### src/uptt_pkg.sv
package uptt_pkg;
	localparam int NPORT = 3;

	// Register byte addresses
	localparam logic [31:0] PAD_CTL0_OFS [NPORT] = '{32'h0352_0088, 32'h0352_00C8, 32'h0352_0108};
	localparam logic [31:0] PAD_CTL1_OFS [NPORT] = '{32'h0352_008C, 32'h0352_00CC, 32'h0352_010C};
	localparam logic [31:0] PAD_CTL3_OFS [NPORT] = '{32'h0352_0094, 32'h0352_00D4, 32'h0352_0114};
	localparam logic [31:0] PORT_SC_OFS  [NPORT] = '{32'h0361_0460, 32'h0361_0470, 32'h0361_0480};
	localparam logic [31:0] PORT_TC_OFS  [NPORT] = '{32'h0361_0464, 32'h0361_0474, 32'h0361_0484};
	localparam logic [31:0] BIAS_OFS     = 32'h0352_0284;
	localparam logic [31:0] CMD_OFS      = 32'h0361_0020;
	localparam logic [31:0] STS_OFS      = 32'h0361_0024;
	localparam logic [31:0] FUSE_PRI_OFS = 32'h0381_01F0;
	localparam logic [31:0] FUSE_EXT_OFS = 32'h0381_0350;

	// Field positions
	localparam int TEST_MSB    = 31;
	localparam int TEST_LSB    = 28;
	localparam int PWR_BIT     = 9;
	localparam int CONNECT_BIT = 0;
	localparam int RUN_BIT     = 0;
	localparam int HALT_BIT    = 0;
	localparam int PAD_DN_BIT  = 26;
	localparam int EDGE_MSB    = 8;
	localparam int EDGE_LSB    = 6;
	localparam int DRV_MSB     = 5;
	localparam int DRV_LSB     = 0;
	localparam int PULL_MSB    = 30;
	localparam int PULL_LSB    = 26;
	localparam int TERM_MSB    = 6;
	localparam int TERM_LSB    = 3;
	localparam int SQ_MSB      = 2;
	localparam int SQ_LSB      = 0;
	localparam int TXEQ_MSB    = 2;
	localparam int TXEQ_LSB    = 1;
	localparam int RXEQ_MSB    = 7;
	localparam int RXEQ_LSB    = 6;
	localparam int EDGE_W      = EDGE_MSB - EDGE_LSB + 1;
	localparam int DRV_W       = DRV_MSB - DRV_LSB + 1;
	localparam int PULL_W      = PULL_MSB - PULL_LSB + 1;
	localparam int TERM_W      = TERM_MSB - TERM_LSB + 1;
	localparam int SQ_W        = SQ_MSB - SQ_LSB + 1;
	localparam int EQ_W        = TXEQ_MSB - TXEQ_LSB + 1;
	localparam int TEST_W      = TEST_MSB - TEST_LSB + 1;

	// Fuse fields returned on read
	localparam logic [31:0] FUSE_PRI_MASK = 32'h007F_FFBF;
	localparam logic [31:0] FUSE_EXT_MASK = 32'h0000_1FFF;

	// Reset values
	localparam logic [31:0] PAD_CTL0_RST = 32'h0400_0000;
	localparam logic [31:0] ZERO_RST     = 32'h0000_0000;

	// Halt timing
	localparam int CORE_CLK_MHZ = 125;
	localparam int HALT_TIME_NS = 128;
	localparam int HALT_CYCLES  = (HALT_TIME_NS * CORE_CLK_MHZ + 999) / 1000;
	localparam logic [4:0] HALT_CNT_LAST = 5'(HALT_CYCLES - 1);

	typedef enum logic [3:0] {
		TEST_NORMAL   = 4'h0,
		TEST_J        = 4'h1,
		TEST_K        = 4'h2,
		TEST_SE0_NAK  = 4'h3,
		TEST_PACKET   = 4'h4,
		TEST_FORCE_EN = 4'h5
	} uptt_test_e;

	typedef enum logic [1:0] {
		ST_RUNNING  = 2'b00,
		ST_STOPPING = 2'b01,
		ST_HALTED   = 2'b10
	} uptt_halt_e;

	function automatic logic [31:0] apply_strb(input logic [31:0] old, input logic [31:0] wd,
			input logic [3:0] strb);
		logic [31:0] res;
		res = old;
		for (int b = 0; b < 4; b++) begin
			if (strb[b]) begin
				res[8*b +: 8] = wd[8*b +: 8];
			end
		end
		return res;
	endfunction
endpackage

### src/uptt_halt_seq.sv
`timescale 1ns/1ps
`default_nettype none
module uptt_halt_seq
	import uptt_pkg::*;
(
	input  wire logic i_core_clk,
	input  wire logic i_resetn,
	input  wire logic i_run_stop,
	output var  logic o_halted
);
	import uptt_pkg::*;

	uptt_halt_e state;
	uptt_halt_e next_state;
	logic [4:0] cnt;

	always_comb begin
		next_state = state;
		case (state)
			ST_RUNNING: begin
				if (!i_run_stop) next_state = ST_STOPPING;
			end
			ST_STOPPING: begin
				if (i_run_stop) next_state = ST_RUNNING;
				else if (cnt == HALT_CNT_LAST) next_state = ST_HALTED;
			end
			ST_HALTED: begin
				if (i_run_stop) next_state = ST_RUNNING;
			end
			default: next_state = ST_HALTED;
		endcase
	end

	always_ff @(posedge i_core_clk or negedge i_resetn) begin
		if (!i_resetn) begin
			state    <= ST_HALTED;
			cnt      <= '0;
			o_halted <= 1'b1;
		end else begin
			state    <= next_state;
			cnt      <= (state == ST_STOPPING) ? cnt + 5'h01 : 5'h00;
			o_halted <= (next_state == ST_HALTED);
		end
	end
endmodule
`default_nettype wire

### src/uptt_line_test.sv
`timescale 1ns/1ps
`default_nettype none
module uptt_line_test
	import uptt_pkg::*;
(
	input  wire logic              i_core_clk,
	input  wire logic              i_resetn,
	input  wire logic [TEST_W-1:0] i_test_ctl,
	output var  logic              o_test_j,
	output var  logic              o_test_k,
	output var  logic              o_test_se0_nak,
	output var  logic              o_test_packet,
	output var  logic              o_force_enable
);
	import uptt_pkg::*;

	// Unlisted codes leave the line in normal operation
	always_ff @(posedge i_core_clk or negedge i_resetn) begin
		if (!i_resetn) begin
			o_test_j       <= 1'b0;
			o_test_k       <= 1'b0;
			o_test_se0_nak <= 1'b0;
			o_test_packet  <= 1'b0;
			o_force_enable <= 1'b0;
		end else begin
			o_test_j       <= (i_test_ctl == TEST_J);
			o_test_k       <= (i_test_ctl == TEST_K);
			o_test_se0_nak <= (i_test_ctl == TEST_SE0_NAK);
			o_test_packet  <= (i_test_ctl == TEST_PACKET);
			o_force_enable <= (i_test_ctl == TEST_FORCE_EN);
		end
	end
endmodule
`default_nettype wire

### src/uptt_top.sv
// Functional notes
// - Test field selects J, K, SE0_NAK, packet, force
// - Controller reports halted; software polls it
// - Pad power-down bit holds pad down
// - Edge rate: code 000 slowest, 111 fastest
// - Drive strength: zero highest, ones lowest current
// - Pull-down and termination adjust in word 1
// - Squelch level directly writable in bias word
// - Transmit equalisation selects AC gain
// - Receive equalisation sets o_rxeq from word 3; squelch level is in bias word
// - Primary fuse returns drive strengths, port0 termination
// - Extended fuse returns terminations and pull-down
//
// The APB register port is this design's own decision.
`timescale 1ns/1ps
`default_nettype none
module uptt_top
	import uptt_pkg::*;
(
	input  wire logic                      i_core_clk,
	input  wire logic                      i_resetn,
	input  wire logic                      i_psel,
	input  wire logic                      i_penable,
	input  wire logic                      i_pwrite,
	input  wire logic [31:0]               i_paddr,
	input  wire logic [31:0]               i_pwdata,
	input  wire logic [3:0]                i_pstrb,
	output var  logic [31:0]               o_prdata,
	output var  logic                      o_pready,
	output var  logic                      o_pslverr,
	input  wire logic [31:0]               i_primary_fuse,
	input  wire logic [31:0]               i_extended_fuse,
	input  wire logic [NPORT-1:0]          i_port_attached,
	output logic                           o_run_stop,
	output logic                           o_controller_halted,
	output logic [NPORT-1:0]               o_port_power,
	output logic [NPORT-1:0]               o_test_j,
	output logic [NPORT-1:0]               o_test_k,
	output logic [NPORT-1:0]               o_test_se0_nak,
	output logic [NPORT-1:0]               o_test_packet,
	output logic [NPORT-1:0]               o_force_enable,
	output logic [NPORT-1:0]               o_pad_power_down,
	output logic [NPORT*EDGE_W-1:0]        o_edge_rate,
	output logic [NPORT*DRV_W-1:0]         o_drive_strength,
	output logic [NPORT*PULL_W-1:0]        o_pulldown,
	output logic [NPORT*TERM_W-1:0]        o_termination,
	output logic [NPORT*EQ_W-1:0]          o_txeq,
	output logic [NPORT*EQ_W-1:0]          o_rxeq,
	output logic [SQ_W-1:0]                o_squelch
);
	import uptt_pkg::*;

	logic [31:0]       pad_ctl0 [NPORT];
	logic [31:0]       pad_ctl1 [NPORT];
	logic [31:0]       pad_ctl3 [NPORT];
	logic [TEST_W-1:0] test_ctl [NPORT];
	logic [NPORT-1:0]  port_power;
	logic [31:0]       bias;
	logic              run_stop;
	logic              halted;

	logic [NPORT-1:0]  hit_c0;
	logic [NPORT-1:0]  hit_c1;
	logic [NPORT-1:0]  hit_c3;
	logic [NPORT-1:0]  hit_sc;
	logic [NPORT-1:0]  hit_tc;
	logic              hit_bias;
	logic              hit_cmd;
	logic              hit_sts;
	logic              hit_fp;
	logic              hit_fe;
	logic              mapped;
	logic              setup;
	logic              wr_en;
	logic [31:0]       rd_word;

	// Bus decode
	assign hit_bias = (i_paddr == BIAS_OFS);
	assign hit_cmd  = (i_paddr == CMD_OFS);
	assign hit_sts  = (i_paddr == STS_OFS);
	assign hit_fp   = (i_paddr == FUSE_PRI_OFS);
	assign hit_fe   = (i_paddr == FUSE_EXT_OFS);
	assign mapped   = |{hit_c0, hit_c1, hit_c3, hit_sc, hit_tc, hit_bias, hit_cmd, hit_sts,
		hit_fp, hit_fe};
	assign setup    = i_psel & ~i_penable;
	assign wr_en    = i_psel & i_penable & o_pready & i_pwrite;

	// Zero-wait slave: ready for exactly the access cycle
	always_ff @(posedge i_core_clk or negedge i_resetn) begin
		if (!i_resetn) begin
			o_pready  <= 1'b0;
			o_pslverr <= 1'b0;
			o_prdata  <= ZERO_RST;
		end else begin
			o_pready  <= setup;
			o_pslverr <= setup & ~mapped;
			o_prdata  <= (setup & ~i_pwrite) ? rd_word : ZERO_RST;
		end
	end

	always_comb begin
		rd_word = ZERO_RST;
		for (int p = 0; p < NPORT; p++) begin
			if (hit_c0[p]) rd_word = pad_ctl0[p];
			if (hit_c1[p]) rd_word = pad_ctl1[p];
			if (hit_c3[p]) rd_word = pad_ctl3[p];
			if (hit_sc[p]) begin
				rd_word[PWR_BIT]     = port_power[p];
				rd_word[CONNECT_BIT] = i_port_attached[p];
			end
			if (hit_tc[p]) rd_word[TEST_MSB:TEST_LSB] = test_ctl[p];
		end
		if (hit_bias) rd_word = bias;
		if (hit_cmd) rd_word[RUN_BIT] = run_stop;
		if (hit_sts) rd_word[HALT_BIT] = halted;
		if (hit_fp) rd_word = i_primary_fuse & FUSE_PRI_MASK;
		if (hit_fe) rd_word = i_extended_fuse & FUSE_EXT_MASK;
	end

	// Shared registers
	always_ff @(posedge i_core_clk or negedge i_resetn) begin
		if (!i_resetn) begin
			bias     <= ZERO_RST;
			run_stop <= 1'b0;
		end else if (wr_en) begin
			if (hit_bias) bias <= apply_strb(bias, i_pwdata, i_pstrb);
			if (hit_cmd && i_pstrb[0]) run_stop <= i_pwdata[RUN_BIT];
		end
	end

	assign o_run_stop          = run_stop;
	assign o_controller_halted = halted;
	assign o_squelch           = bias[SQ_MSB:SQ_LSB];

	uptt_halt_seq u_halt (
		.i_core_clk (i_core_clk),
		.i_resetn   (i_resetn),
		.i_run_stop (run_stop),
		.o_halted   (halted)
	);

	for (genvar p = 0; p < NPORT; p++) begin : g_port
		assign hit_c0[p] = (i_paddr == PAD_CTL0_OFS[p]);
		assign hit_c1[p] = (i_paddr == PAD_CTL1_OFS[p]);
		assign hit_c3[p] = (i_paddr == PAD_CTL3_OFS[p]);
		assign hit_sc[p] = (i_paddr == PORT_SC_OFS[p]);
		assign hit_tc[p] = (i_paddr == PORT_TC_OFS[p]);

		always_ff @(posedge i_core_clk or negedge i_resetn) begin
			if (!i_resetn) begin
				pad_ctl0[p]   <= PAD_CTL0_RST;
				pad_ctl1[p]   <= ZERO_RST;
				pad_ctl3[p]   <= ZERO_RST;
				test_ctl[p]   <= TEST_NORMAL;
				port_power[p] <= 1'b0;
			end else if (wr_en) begin
				if (hit_c0[p]) pad_ctl0[p] <= apply_strb(pad_ctl0[p], i_pwdata, i_pstrb);
				if (hit_c1[p]) pad_ctl1[p] <= apply_strb(pad_ctl1[p], i_pwdata, i_pstrb);
				if (hit_c3[p]) pad_ctl3[p] <= apply_strb(pad_ctl3[p], i_pwdata, i_pstrb);
				if (hit_sc[p] && i_pstrb[1]) port_power[p] <= i_pwdata[PWR_BIT];
				if (hit_tc[p] && i_pstrb[3]) test_ctl[p] <= i_pwdata[TEST_MSB:TEST_LSB];
			end
		end

		assign o_port_power[p]                = port_power[p];
		assign o_pad_power_down[p]            = pad_ctl0[p][PAD_DN_BIT];
		assign o_edge_rate[p*EDGE_W +: EDGE_W] = pad_ctl0[p][EDGE_MSB:EDGE_LSB];
		assign o_drive_strength[p*DRV_W +: DRV_W] = pad_ctl0[p][DRV_MSB:DRV_LSB];
		assign o_pulldown[p*PULL_W +: PULL_W] = pad_ctl1[p][PULL_MSB:PULL_LSB];
		assign o_termination[p*TERM_W +: TERM_W] = pad_ctl1[p][TERM_MSB:TERM_LSB];
		assign o_txeq[p*EQ_W +: EQ_W]         = pad_ctl3[p][TXEQ_MSB:TXEQ_LSB];
		assign o_rxeq[p*EQ_W +: EQ_W]         = pad_ctl3[p][RXEQ_MSB:RXEQ_LSB];

		uptt_line_test u_line (
			.i_core_clk     (i_core_clk),
			.i_resetn       (i_resetn),
			.i_test_ctl     (test_ctl[p]),
			.o_test_j       (o_test_j[p]),
			.o_test_k       (o_test_k[p]),
			.o_test_se0_nak (o_test_se0_nak[p]),
			.o_test_packet  (o_test_packet[p]),
			.o_force_enable (o_force_enable[p])
		);

	end
endmodule
`default_nettype wire

### config.mk
export PLATFORM = sky130hd
export DESIGN_NAME = uptt_top
export DESIGN_NICKNAME = d
export VERILOG_FILES = /design/src/uptt_pkg.sv /design/src/uptt_halt_seq.sv /design/src/uptt_line_test.sv /design/src/uptt_top.sv
export SDC_FILE = /design/constraint.sdc
export NUM_CORES = 1
export LEC_CHECK = 0
export CORE_ASPECT_RATIO = 1.75
export CORE_UTILIZATION = 50
export CTS_BUF_LIST = sky130_fd_sc_hd__clkbuf_4 sky130_fd_sc_hd__clkbuf_8
export DETAILED_ROUTE_END_ITERATION = 10
export DONT_BUFFER_PORTS = 1
export HOLD_SLACK_MARGIN = 0.15
export PLACE_DENSITY = 0.68
export SLEW_MARGIN = 40
export SYNTH_ARGS = -nofsm -noshare
export SYNTH_HDL_FRONTEND = slang
export SYNTH_SLANG_ARGS = --single-unit
### constraint.sdc
create_clock -name i_core_clk -period 2.3 [get_ports i_core_clk]
set_input_delay 0.345 -clock i_core_clk [delete_from_list [all_inputs] [get_ports i_core_clk]]
set_output_delay 0.345 -clock i_core_clk [all_outputs]
set_load 0.02 [all_outputs]
# == After elaboration in Yosys (flattened, before gate mapping) ==
# Cells that the tools add are included.
# word_totals
reg_bits,393
inputBits,140
wordCells,203
# op_classes
n_eq_ne,39
bitwise,9
addsub,1
reduce_logical,56
muxes,30
# op_table
op,count
32-bit by 26-bit == test with 1-bit output (second input constant),20
32-bit two-way mux,13
3-bit AND reduction,40
4-bit by 2-bit == test with 1-bit output (second input constant),6
4-bit by 3-bit == test with 1-bit output (second input constant),6
20-bit OR reduction,1
2-bit AND reduction,7
4-bit by 1-bit == test with 1-bit output (second input constant),3
4-bit two-way mux,3
1-bit two-way mux,8
2-bit two-way mux,4
1-bit logical AND,7
1-bit bitwise AND,6
2-bit case mux with 3 select lines,1
5-bit by 1-bit adder with 5-bit output (second input constant),1
5-bit by 4-bit == test with 1-bit output (second input constant),1
5-bit two-way mux,1
2-bit == test (second input constant),2
1-bit inverter,3
2-bit by 1-bit == test with 1-bit output (second input constant),1
2-bit logical NOT,1

# == Depth between registers and ports, before layout ==
# Gate-level depths: netlist of the first run.
# depth
ltp_word,19
depth_mapped,11

# == Hierarchy ==
# From an unflattened synthesis of the first run, not the netlist that was laid out.
# unflattened
hier_cells,1479
hier_area_um2,18622.9
# by_module_without_submodules
module,cells_each,area_per_inst_um2,n_inst
uptt_top,1421,17764.5,1
uptt_line_test,10,176.4,3
uptt_halt_seq,28,329.1,1

# == Least setup slack after synthesis of the first run ==
# Ideal clock, no wire load.
# synth_path
path_type,input-to-reg
start,input i_paddr[15]
end,register pad_ctl3[9] (netlist name)
setup_ns,0.125
required_ns,2.175
arrival_time_ns,2.752
path_slack_ns,-0.577
cell_stages,8
cell_sequence,or3_4 or4_1 buf_2 or4_4 or2_4 buf_6 nor2_8 mux2_2
# synth_between
elab_chain_len,2
# synth_lines
item,line_no,text
from (decl),uptt_top.sv:25,"input wire logic [31:0] i_paddr,"
32-bit by 26-bit == test with 1-bit output,uptt_top.sv:145,assign hit_c3[p] = (i_paddr == PAD_CTL3_OFS[p]);
3-bit AND reduction (no line),n/a,
"to (signal, indexed assignment)",uptt_top.sv:159,"if (hit_c3[p]) pad_ctl3[p] <= apply_strb(pad_ctl3[p], i_pwdata, i_pstrb);"
to (decl),uptt_top.sv:55,logic [31:0] pad_ctl3 [NPORT];
# No other way between the ends.
# A chain may end at the register's enable or synchronous reset.

# == Worst setup path after layout of the first run ==
# layout_path
start,input i_paddr[15]
end,register o_prdata[11]
# layout_between
elab_chain_len,14
elab_cells_between_ends,25
cone_classes,12 x eq/ne; 13 x mux
# layout_lines
item,line_no,text
32-bit by 26-bit == test with 1-bit output,uptt_top.sv:143,assign hit_c0[p] = (i_paddr == PAD_CTL0_OFS[p]);
32-bit two-way mux,uptt_top.sv:104,if (hit_c0[p]) rd_word = pad_ctl0[p];
32-bit two-way mux,uptt_top.sv:105,if (hit_c1[p]) rd_word = pad_ctl1[p];
32-bit two-way mux,uptt_top.sv:106,if (hit_c3[p]) rd_word = pad_ctl3[p];
32-bit two-way mux,uptt_top.sv:104,
32-bit two-way mux,uptt_top.sv:105,
32-bit two-way mux,uptt_top.sv:106,
32-bit two-way mux,uptt_top.sv:104,
32-bit two-way mux,uptt_top.sv:105,
32-bit two-way mux,uptt_top.sv:106,
32-bit two-way mux,uptt_top.sv:113,if (hit_bias) rd_word = bias;
32-bit two-way mux,uptt_top.sv:116,if (hit_fp) rd_word = i_primary_fuse & FUSE_PRI_MASK;
32-bit two-way mux *,uptt_top.sv:117,if (hit_fe) rd_word = i_extended_fuse & FUSE_EXT_MASK;
32-bit two-way mux *,uptt_top.sv:97,o_prdata <= (setup & ~i_pwrite) ? rd_word : ZERO_RST;
to (signal assigned),uptt_top.sv:97,
to (decl),uptt_top.sv:28,"output var logic [31:0] o_prdata,"
# Mark *: on every way between the ends. The rest lies on a longest branch, timed or not.

==> results.cfg, run 1 <==
[status]
run_status = finished, violations left
violations = negative hold slack

[critical_path]
arrival_ps = 2830
ff2ff_path_depth = 6
reg2reg_from = o_pready
endpoint_kind = flip-flop
crit_type = in -> reg
cp.required_ps = 2860
cp_max_fo = 7
cp-start-kind = input pin
cp-startpoint = i_paddr[15]

[floorplanning]
io_pins = 266
die_w_um = 149
initial_core_util = 0.510
row_count = 93
coreArea_um2 = 37000
die_h_um = 259
fp.dieArea_um2 = 38600

[logic_synthesis]
syn_area_per_cell_um2 = 12.5
ys_types = 77
netlist.area_leader.share = 0.514
synthMostInstantiatedCell = dfrtp_1
synth_area_leaders = dfrtp_1 (51%), mux2_2 (20%), buf_4 (3.5%)
synth_cells = 1508
synth_edf_count = 0
synth_top_area_cell = dfrtp_1
synth_area_um2 = 18900
synth-async-reset-ratio = 1.00
ys_seq_area_frac = 0.521
syn_nets = 1650
synth_ff_type = dfrtp_1
yosys-top-cells-count = dfrtp_1 (388), mux2_2 (335), buf_4 (89)
ys_warn_count = 0
ys_seq_elements = 393

[sta]
fin_ws_ps = 28.2
clock_skew_ps = 46.8
whs_ps = -598
rsz0062_at_grt = false
finalMaxSlewViolations = 0
hold_viol_final = 388
setup_viol = 0
slew_headroom = 0.345
min_period_ps = 2270
fmax_mhz = 440
worst_pin_slew_ps = 982
period_share = 0.988

[clock_tree]
cts_setup_buffers = 0
clk_path_buf_depth = 3
cts_buffers = 56
cts_tree = yes
path_clk_slew_ps = 60
cts-hold-fix-buffers = 74
cts_sinks = 393
clock-root-buffer = clkbuf_8
clock_latency_ps = 660
cts_max_level = 2

[global_routing]
grt_pass1_wl_mm = 91.1
grt_antenna_before_repair = 6
grt_usage = 0.324
grt_overflow = 0
grt_pass1_vias = 14400
grt_max_degree = 394

[final_layout]
fillCellCount = 2938
drive_above_1_share = 0.433
area_growth_pct = 20.4
fin_util = 0.614
seqCellArea_um2 = 9840
final_nets = 1812
multi_input_area_um2 = 8320
stdcell_area_um2 = 22700

[drt]
wl_met1_mm = 21.5
ant_nets = 0
routed_wl_mm = 62.0
met2_length_mm = 32.2
via_per_inst = 6.33
routedWlPerCell_um = 28.3
vias = 13900
drc = 0
met3WireLength_mm = 3.88
drtIter0Drc = 1028
routed.top_layer = met4
drt_first_pass_iters = 5

[flow_run]
maxCapViolations = 0

[place]
io_buffers = 0
placed_area_um2 = 20800
gp_congestion = 0.977
preCtsSetupSlack_ps = -673
dp_hpwl_mm = 44.1

[power_and_ir_drop]
finalPower_mw = 13.3
vdd_drop_max_mv = 0.473
power-per-cell-area_nw_per_um2 = 584
power_leakage_nw = 11.2

[worst_hold_path]
hold_path_class = in -> async
==> per-stage QoR <==
step / setup TNS, ps / std cells
after CTS: 0 / 2185
after detailed placement: -153560 / 2013
final: 0 / 2190
after floorplan: -123030 / 1508
after global routing: 0 / 2190
after global placement: -149250 / 2013
==> logic make-up (layout without fill, tap and decap cells) <==
kind of cell,count (synthesis),count (layout),synth area share
flip-flops,393,393,0.521
multiplexers,368,368,0.218
AND/OR/NAND/NOR,319,319,0.106
AO/OA/AOI/OAI,228,228,0.0936
buffers and inverters,195,397,0.0585
XOR/XNOR,3,3,0.00139
adder cells (fa/ha/maj),2,2,0.00133
other,0,5,0
==> final timing paths <==
path / endpoint / slack, ps
hold / removal: pad_ctl3[20] / -600
max in group asynchronous: o_prdata[9] / 2070
min in group i_core_clk: o_prdata[26] / 200
setup reg to reg: o_termination[1] / 180
setup / recovery: o_prdata[11] / 30
hold reg to reg: u_halt.cnt[0] / 470
==> repair_timing <==
| item | in CTS | in global routing |
|---|---|---|
| hold endpoints to repair | 760 | 393 |
| resized for setup | 1 | 1 |
| setup endpoints to repair | 1 | 1 |
==> final cells by class <==
class                      count  area share
tap                          475      0.0261
clock buffer                  91      0.0504
multi-input combinational    920       0.366
clock inverter                 7     0.00358
sequential                   393       0.433
timing repair buffer         288       0.119
inverter                      11     0.00182
antenna                        5    0.000550
==> cells in the final DEF, fill, tap and decap left out, drive strengths merged, types with 12 or more instances in the layout <==
| master | n |
|---|---|
| o221ai | 17 |
| mux2i | 25 |
| clkbuf | 91 |
| nand2b | 16 |
| nand4 | 16 |
| nand2 | 65 |
| nor4 | 26 |
| a221o | 18 |
| buf | 215 |
| o22ai | 12 |
| dfrtp | 388 |
| nand3 | 22 |
| a21oi | 33 |
| nor3 | 37 |
| dlygate4sd3 | 73 |
| a222oi | 14 |
| nor2 | 66 |
| mux2 | 343 |
| a221oi | 18 |
| o21ai | 14 |
| a22oi | 28 |
| inv | 14 |
==> registers in the layout, summed over array words and instances (netlist names), 12 cells and up <==
name,count
o_termination,12
o_pulldown,15
test_ctl,12
pad_ctl1,69
bias,32
o_prdata,32
pad_ctl0,66
pad_ctl3,84
o_drive_strength,18
==> critical path, stage by stage <==
cell	delay, ps
or3_4	400
or4_4	480
or4_4	480
buf_4	210
nor2_4	150
buf_12	160
buf_12	130
a21boi_0	100
a21oi_2	220
buf_4	140
==> routing by layer <==
metal | GRT usage | vias up
met5 | 0 | -
met4 | 0.210 | 0
met3 | 0.0645 | 222
met2 | 0.572 | 631
met1 | 0.348 | 7124
li1 | - | 5875
==> report_power, final <==
group          switching, mW  internal (mW)  total (mW)
Clock                   2.72           3.27        5.98
Sequential           0.00198           6.92        6.92
Combinational          0.198          0.171       0.369
(Power assumes the default switching activity.)
==> run 2, diff against run 1 <==
--- a/config.mk
+++ b/config.mk
@@ -5,13 +5,15 @@
 export SDC_FILE = /design/constraint.sdc
 export NUM_CORES = 1
 export LEC_CHECK = 0
+export CELL_PAD_IN_SITES_DETAIL_PLACEMENT = 1
+export CELL_PAD_IN_SITES_GLOBAL_PLACEMENT = 1
 export CORE_ASPECT_RATIO = 1.75
-export CORE_UTILIZATION = 50
+export CORE_UTILIZATION = 48
 export CTS_BUF_LIST = sky130_fd_sc_hd__clkbuf_4 sky130_fd_sc_hd__clkbuf_8
 export DETAILED_ROUTE_END_ITERATION = 10
 export DONT_BUFFER_PORTS = 1
 export HOLD_SLACK_MARGIN = 0.15
-export PLACE_DENSITY = 0.68
+export PLACE_DENSITY_LB_ADDON = 0.1
 export SLEW_MARGIN = 40
 export SYNTH_ARGS = -nofsm -noshare
 export SYNTH_HDL_FRONTEND = slang
==> run 2 against run 1 <==
Critical endpoint is now o_prdata[17]. First-iteration DRC count is 27% lower. Sequential cell count stayed put. Combinational power is 3% higher. Non-clock buffer count is 4 lower. Setup slack worse by 44 ps. The flow finishes with violations (design-rule violations, negative hold slack, negative setup slack). Via count is 0.31% lower. Wire length is 7.6% higher.
==> results.cfg, run 2 (synthesis gave the netlist of run 1 again) <==
[sta]
min_period_ps = 2320
finalMaxSlewViolations = 0
worst_pin_slew_ps = 960
clock_skew_ps = 30.9
setup_viol = 3
period_share = 1.01
whs_ps = -600
slew_headroom = 0.360
hold_viol_final = 391
fin_ws_ps = -15.5
fmax_mhz = 432

[global_routing]
grt_overflow = 0
grt_antenna_before_repair = 4
grt_usage = 0.337
grt_pass1_wl_mm = 99.5
grt_pass1_vias = 15400
grt_max_degree = 394

[clock_tree]
cts_max_level = 2
clk_path_buf_depth = 3
cts_buffers = 58
cts_tree = yes
cts_sinks = 393
cts-hold-fix-buffers = 73
clock-root-buffer = clkbuf_8
path_clk_slew_ps = 70
clock_latency_ps = 650

[critical_path]
crit_path_max_incr_delay_ps = 520
cp-start-kind = input pin
slowest_stage = o311ai_0
crit_top_cell = buf_4
path_cells = nor4bb_2 -> and4_1 -> nand4_1 -> buf_4 -> o22a_1 -> o311ai_0 -> buf_4 -> a31oi_1 -> nor3_1
arrival_ps = 2880
crit_type = in -> reg
endpoint_kind = flip-flop
cp_max_fo = 5
cp.required_ps = 2870

[final_layout]
final_nets = 1810
fin_util = 0.591
stdcell_area_um2 = 22800
multi_input_area_um2 = 8330
seqCellArea_um2 = 9840
top_regs = pad_ctl3: 84 flops, pad_ctl1: 69 flops, pad_ctl0: 66 flops
largest_reg_flops = 84
area_growth_pct = 20.8
regMostFlops = pad_ctl3
final_common_cell = dfrtp_1
mostFrequentLayoutCells = dfrtp_1 (388), mux2_2 (298), buf_4 (184), dlygate4sd3_1 (72), clkbuf_8 (71)
drive_above_1_share = 0.436
fillCellCount = 3778

[place]
io_buffers = 0
dp_hpwl_mm = 47.7
placed_area_um2 = 20700
preCtsSetupSlack_ps = -728
gp_congestion = 0.917

[floorplanning]
die_w_um = 152
initial_core_util = 0.489
io_pins = 266
coreArea_um2 = 38600
fp.dieArea_um2 = 40200
row_count = 95
die_h_um = 264

[power_and_ir_drop]
vdd_drop_max_mv = 0.499
power_leakage_nw = 11.2
power-per-cell-area_nw_per_um2 = 604
finalPower_mw = 13.8

[drt]
ant_nets = 0
drtIter0Drc = 755
vias = 13800
via_per_inst = 6.27
routed_wl_mm = 66.7
drt_first_pass_iters = 8
drc = 26
routedWlPerCell_um = 30.3

[worst_hold_path]
hold_path_class = in -> async

[status]
run_status = finished, violations left
violations = design-rule violations, negative hold slack, negative setup slack

[flow_run]
maxCapViolations = 0
[run 2: cell types whose count changed in the layout (fill, tap and decap cells not counted), moves of 2 or more]
cell,change
buf_12,-2
clkbuf_8,-3
diode_2,-2
clkinv_2,+7
bufinv_16,+4
[run 2: what timing repair did]
item / CTS / global route
hold endpoints to repair: 757 / 393
buffers inserted: 0 / 0
pin swaps: 0 / 1
gates cloned: 0 / 0
gates resized for setup: 2 / 4
endpoints found under the setup margin: 1 / 8
[run 2: power breakdown]
part           switching, mW  internal (mW)  total (mW)  leakage [nW]
clock                   2.85           3.63        6.48         0.714
combinational          0.205          0.175       0.380          5.04
sequential           0.00306           6.92        6.92          5.47
total                   3.05           10.7        13.8          11.2
[run 2: routing by layer]
metal	global-route usage	up-vias	wire, µm
met5	0	-	10
li1	-	5886	-
met3	0.0631	206	3350
met4	0.214	2	4530
met2	0.626	520	35800
met1	0.345	7195	23100
[run 2: final timing paths]
check | from | slack, ps | to | cells after the start
worst max-delay path | i_paddr[16] | -20 | o_prdata[17] | 9
worst min-delay path | i_resetn | -600 | pad_ctl1[19] | 0
worst max register to register | o_pready | 270 | pad_ctl1[10] | 6
worst min register to register | u_halt.cnt[0] | 480 | u_halt.cnt[0] | 1
max in group asynchronous | i_resetn | 2100 | o_prdata[9] | 0
min in group i_core_clk | i_paddr[2] | 190 | pad_ctl1[74] | 3
[run 2: stage by stage]
stage / TNS [ps] / hold slack, ps / std cells
global route: -14.1 / -641 / 2202
finish: -30.1 / -600 / 2202
detailed placement: -167370 / 69.6 / 2020
CTS: 0 / -632 / 2199
floorplan: -123030 / 49.4 / 1508
global placement: -158300 / 68.7 / 2020
[run 2: layout make-up]
cell class,count,area share
clock inverters,19,0.0106
inverters,11,0.00181
flip-flops and latches,393,0.431
well taps,485,0.0266
repair buffers,284,0.116
diodes,3,0.000329
multi-input cells,920,0.365
clock buffers,87,0.0481
[run 2: worst max-delay path, delay by kind of cell]
| kind | cells | cell delay [ps] |
|---|---|---|
| simple gates | 4 | 1340 |
| compound gates | 3 | 770 |
| buf+inv | 2 | 420 |
==> run 3, diff against run 2 <==
--- a/config.mk
+++ b/config.mk
@@ -8,7 +8,7 @@
 export CELL_PAD_IN_SITES_DETAIL_PLACEMENT = 1
 export CELL_PAD_IN_SITES_GLOBAL_PLACEMENT = 1
 export CORE_ASPECT_RATIO = 1.75
-export CORE_UTILIZATION = 48
+export CORE_UTILIZATION = 50
 export CTS_BUF_LIST = sky130_fd_sc_hd__clkbuf_4 sky130_fd_sc_hd__clkbuf_8
 export DETAILED_ROUTE_END_ITERATION = 10
 export DONT_BUFFER_PORTS = 1
==> constraint.sdc (replaced) <==
create_clock -name i_core_clk -period 2.65 [get_ports i_core_clk]
set_input_delay 0.3975 -clock i_core_clk [delete_from_list [all_inputs] [get_ports i_core_clk]]
set_output_delay 0.3975 -clock i_core_clk [all_outputs]
set_load 0.02 [all_outputs]
==> run 3 against run 2 <==
The flow finishes with violations (negative hold slack). Combinational power decreased by 19%. Wire length decreased by 2.7%. Cell count decreased by 1.6%. First-iteration DRC count increased by 0.13%. Die area decreased by 4.0%. Core utilization increased by 1.8 points. Clock-buffer cell count increased by 6. Clock power decreased by 17%. Global-route usage increased by 0.74 points. Via count decreased by 1.6%. Register-to-register slack improved by 210 ps. Critical endpoint unchanged.
==> results.cfg, run 3 (synthesis gave the netlist of run 1 again) <==
[final_layout]
fillCellCount = 3594
regMostFlops = pad_ctl3
fin_util = 0.609
mostFrequentLayoutCells = dfrtp_1 (388), mux2_2 (298), buf_4 (160), clkbuf_8 (74), dlygate4sd3_1 (69)
final_nets = 1784
multi_input_area_um2 = 8280
seqCellArea_um2 = 9840
top_regs = pad_ctl3: 84 flops, pad_ctl1: 69 flops, pad_ctl0: 66 flops
area_growth_pct = 19.3
drive_above_1_share = 0.426
largest_reg_flops = 84
final_common_cell = dfrtp_1

[drt]
routed_wl_mm = 64.9
met3WireLength_mm = 3.27
routed.top_layer = met5
routedWlPerCell_um = 30.0
drc = 0
via_per_inst = 6.28
vias = 13600
drt_first_pass_iters = 6
drtIter0Drc = 756
met2_length_mm = 34.3
ant_nets = 0
wl_met1_mm = 22.9

[global_routing]
grt_usage = 0.344
grt_overflow = 0
grt_pass1_vias = 15200
grt_pass1_wl_mm = 97.2
grt_antenna_before_repair = 7
grt_max_degree = 394

[floorplanning]
coreArea_um2 = 37000
row_count = 93
die_w_um = 149
initial_core_util = 0.510
io_pins = 266
die_h_um = 259
fp.dieArea_um2 = 38600

[critical_path]
crit_type = in -> reg
cp_max_fo = 10
arrival_ps = 3140
cp-start-kind = input pin
cp.required_ps = 3220
endpoint_kind = flip-flop
ff2ff_path_depth = 5
worstReg2RegEnd = pad_ctl0[13]
reg2reg_from = o_pready
r2r_slack_ps = 480

[clock_tree]
cts_sinks = 393
cts_tree = yes
ctsResizeCount = 0
clock-root-buffer = clkbuf_8
clock_latency_ps = 640
clk_path_buf_depth = 3
path_clk_slew_ps = 70
cts_setup_buffers = 0
cts_buffers = 58
cts_max_level = 2
cts-hold-fix-buffers = 69

[sta]
rsz0062_at_grt = false
slew_headroom = 0.371
clock_skew_ps = 27.1
finalMaxSlewViolations = 0
period_share = 0.970
whs_ps = -552
hold_viol_final = 391
min_period_ps = 2570
setup_viol = 0
fmax_mhz = 389
worst_pin_slew_ps = 943

[power_and_ir_drop]
power_leakage_nw = 11.0
vdd_drop_max_mv = 0.380
power-per-cell-area_nw_per_um2 = 519

[place]
gp_congestion = 0.906
io_buffers = 0
dp_hpwl_mm = 46.0

[status]
violations = negative hold slack
run_status = finished, violations left

[worst_hold_path]
hold_path_class = in -> async

[flow_run]
maxCapViolations = 0
[run 3: cell count changes in the layout (fill, tap and decap cells not counted), sizes merged, moves of 3 or more]
cell / previous run / this run
buf: 212 / 189
clkbuf: 87 / 93
bufinv: 5 / 2
clkinv: 12 / 9
dlygate4sd3: 72 / 69
[run 3: worst max-delay path, cell delays in order]
cell and delay [ps]:
or4b_2 680, nor2_1 170, nand4_1 340, buf_4 290
o22a_1 160, o311ai_0 690, a31oi_1 200, nor3_1 200
[run 3: how the worst max path moves through the flow]
| stage | depth (start not counted) | slack, ps | to | start |
|---|---|---|---|---|
| final | 8 | 80 | o_prdata[17] | i_paddr[5] |
| after CTS | 8 | 220 | o_prdata[17] | i_paddr[5] |
| after global placement | 10 | -660 | pad_ctl1[82] | i_paddr[15] |
| after detailed placement | 8 | -410 | o_prdata[16] | i_paddr[5] |
| after global routing | 10 | 120 | o_prdata[12] | i_paddr[5] |
| after floorplan | 8 | -180 | pad_ctl3[9] | i_paddr[15] |
[run 3: area by class of cell]
class | count | share of cell area
diodes | 3 | 0.000333
clock buffers | 93 | 0.0516
clock inverters | 13 | 0.00550
inverters | 11 | 0.00183
multi-input cells | 920 | 0.368
flip-flops and latches | 393 | 0.437
well taps | 475 | 0.0264
repair buffers | 258 | 0.110
[run 3: power by group]
part / leakage, nW / internal, mW / switching, mW
Sequential: 5.47 / 6.00 / 0.00184
Combinational: 4.83 / 0.139 / 0.170
Clock: 0.689 / 2.97 / 2.41
[run 3: per-layer routing]
layer  global-route usage  up-vias
met5                    0        -
met4                0.217        2
met3               0.0592      184
met2                0.618      471
met1                0.369     7085
li1                     -     5851
[run 3: stage by stage]
stage | cell area (µm²) | cells | setup slack (ps) | setup TNS [ps] | total power, mW
6_report | 22500 | 2166 | 80.1 | 0 | 11.7
2_1_floorplan | 19200 | 1508 | -175 | -23880 | 6.27
3_3_place_gp | 20500 | 1988 | -656 | -73930 | 6.25
3_5_place_dp | 20500 | 1988 | -412 | -69850 | 6.25
5_1_grt | 22500 | 2166 | 119 | 0 | 12.0
4_1_cts | 22500 | 2163 | 216 | 0 | 11.8
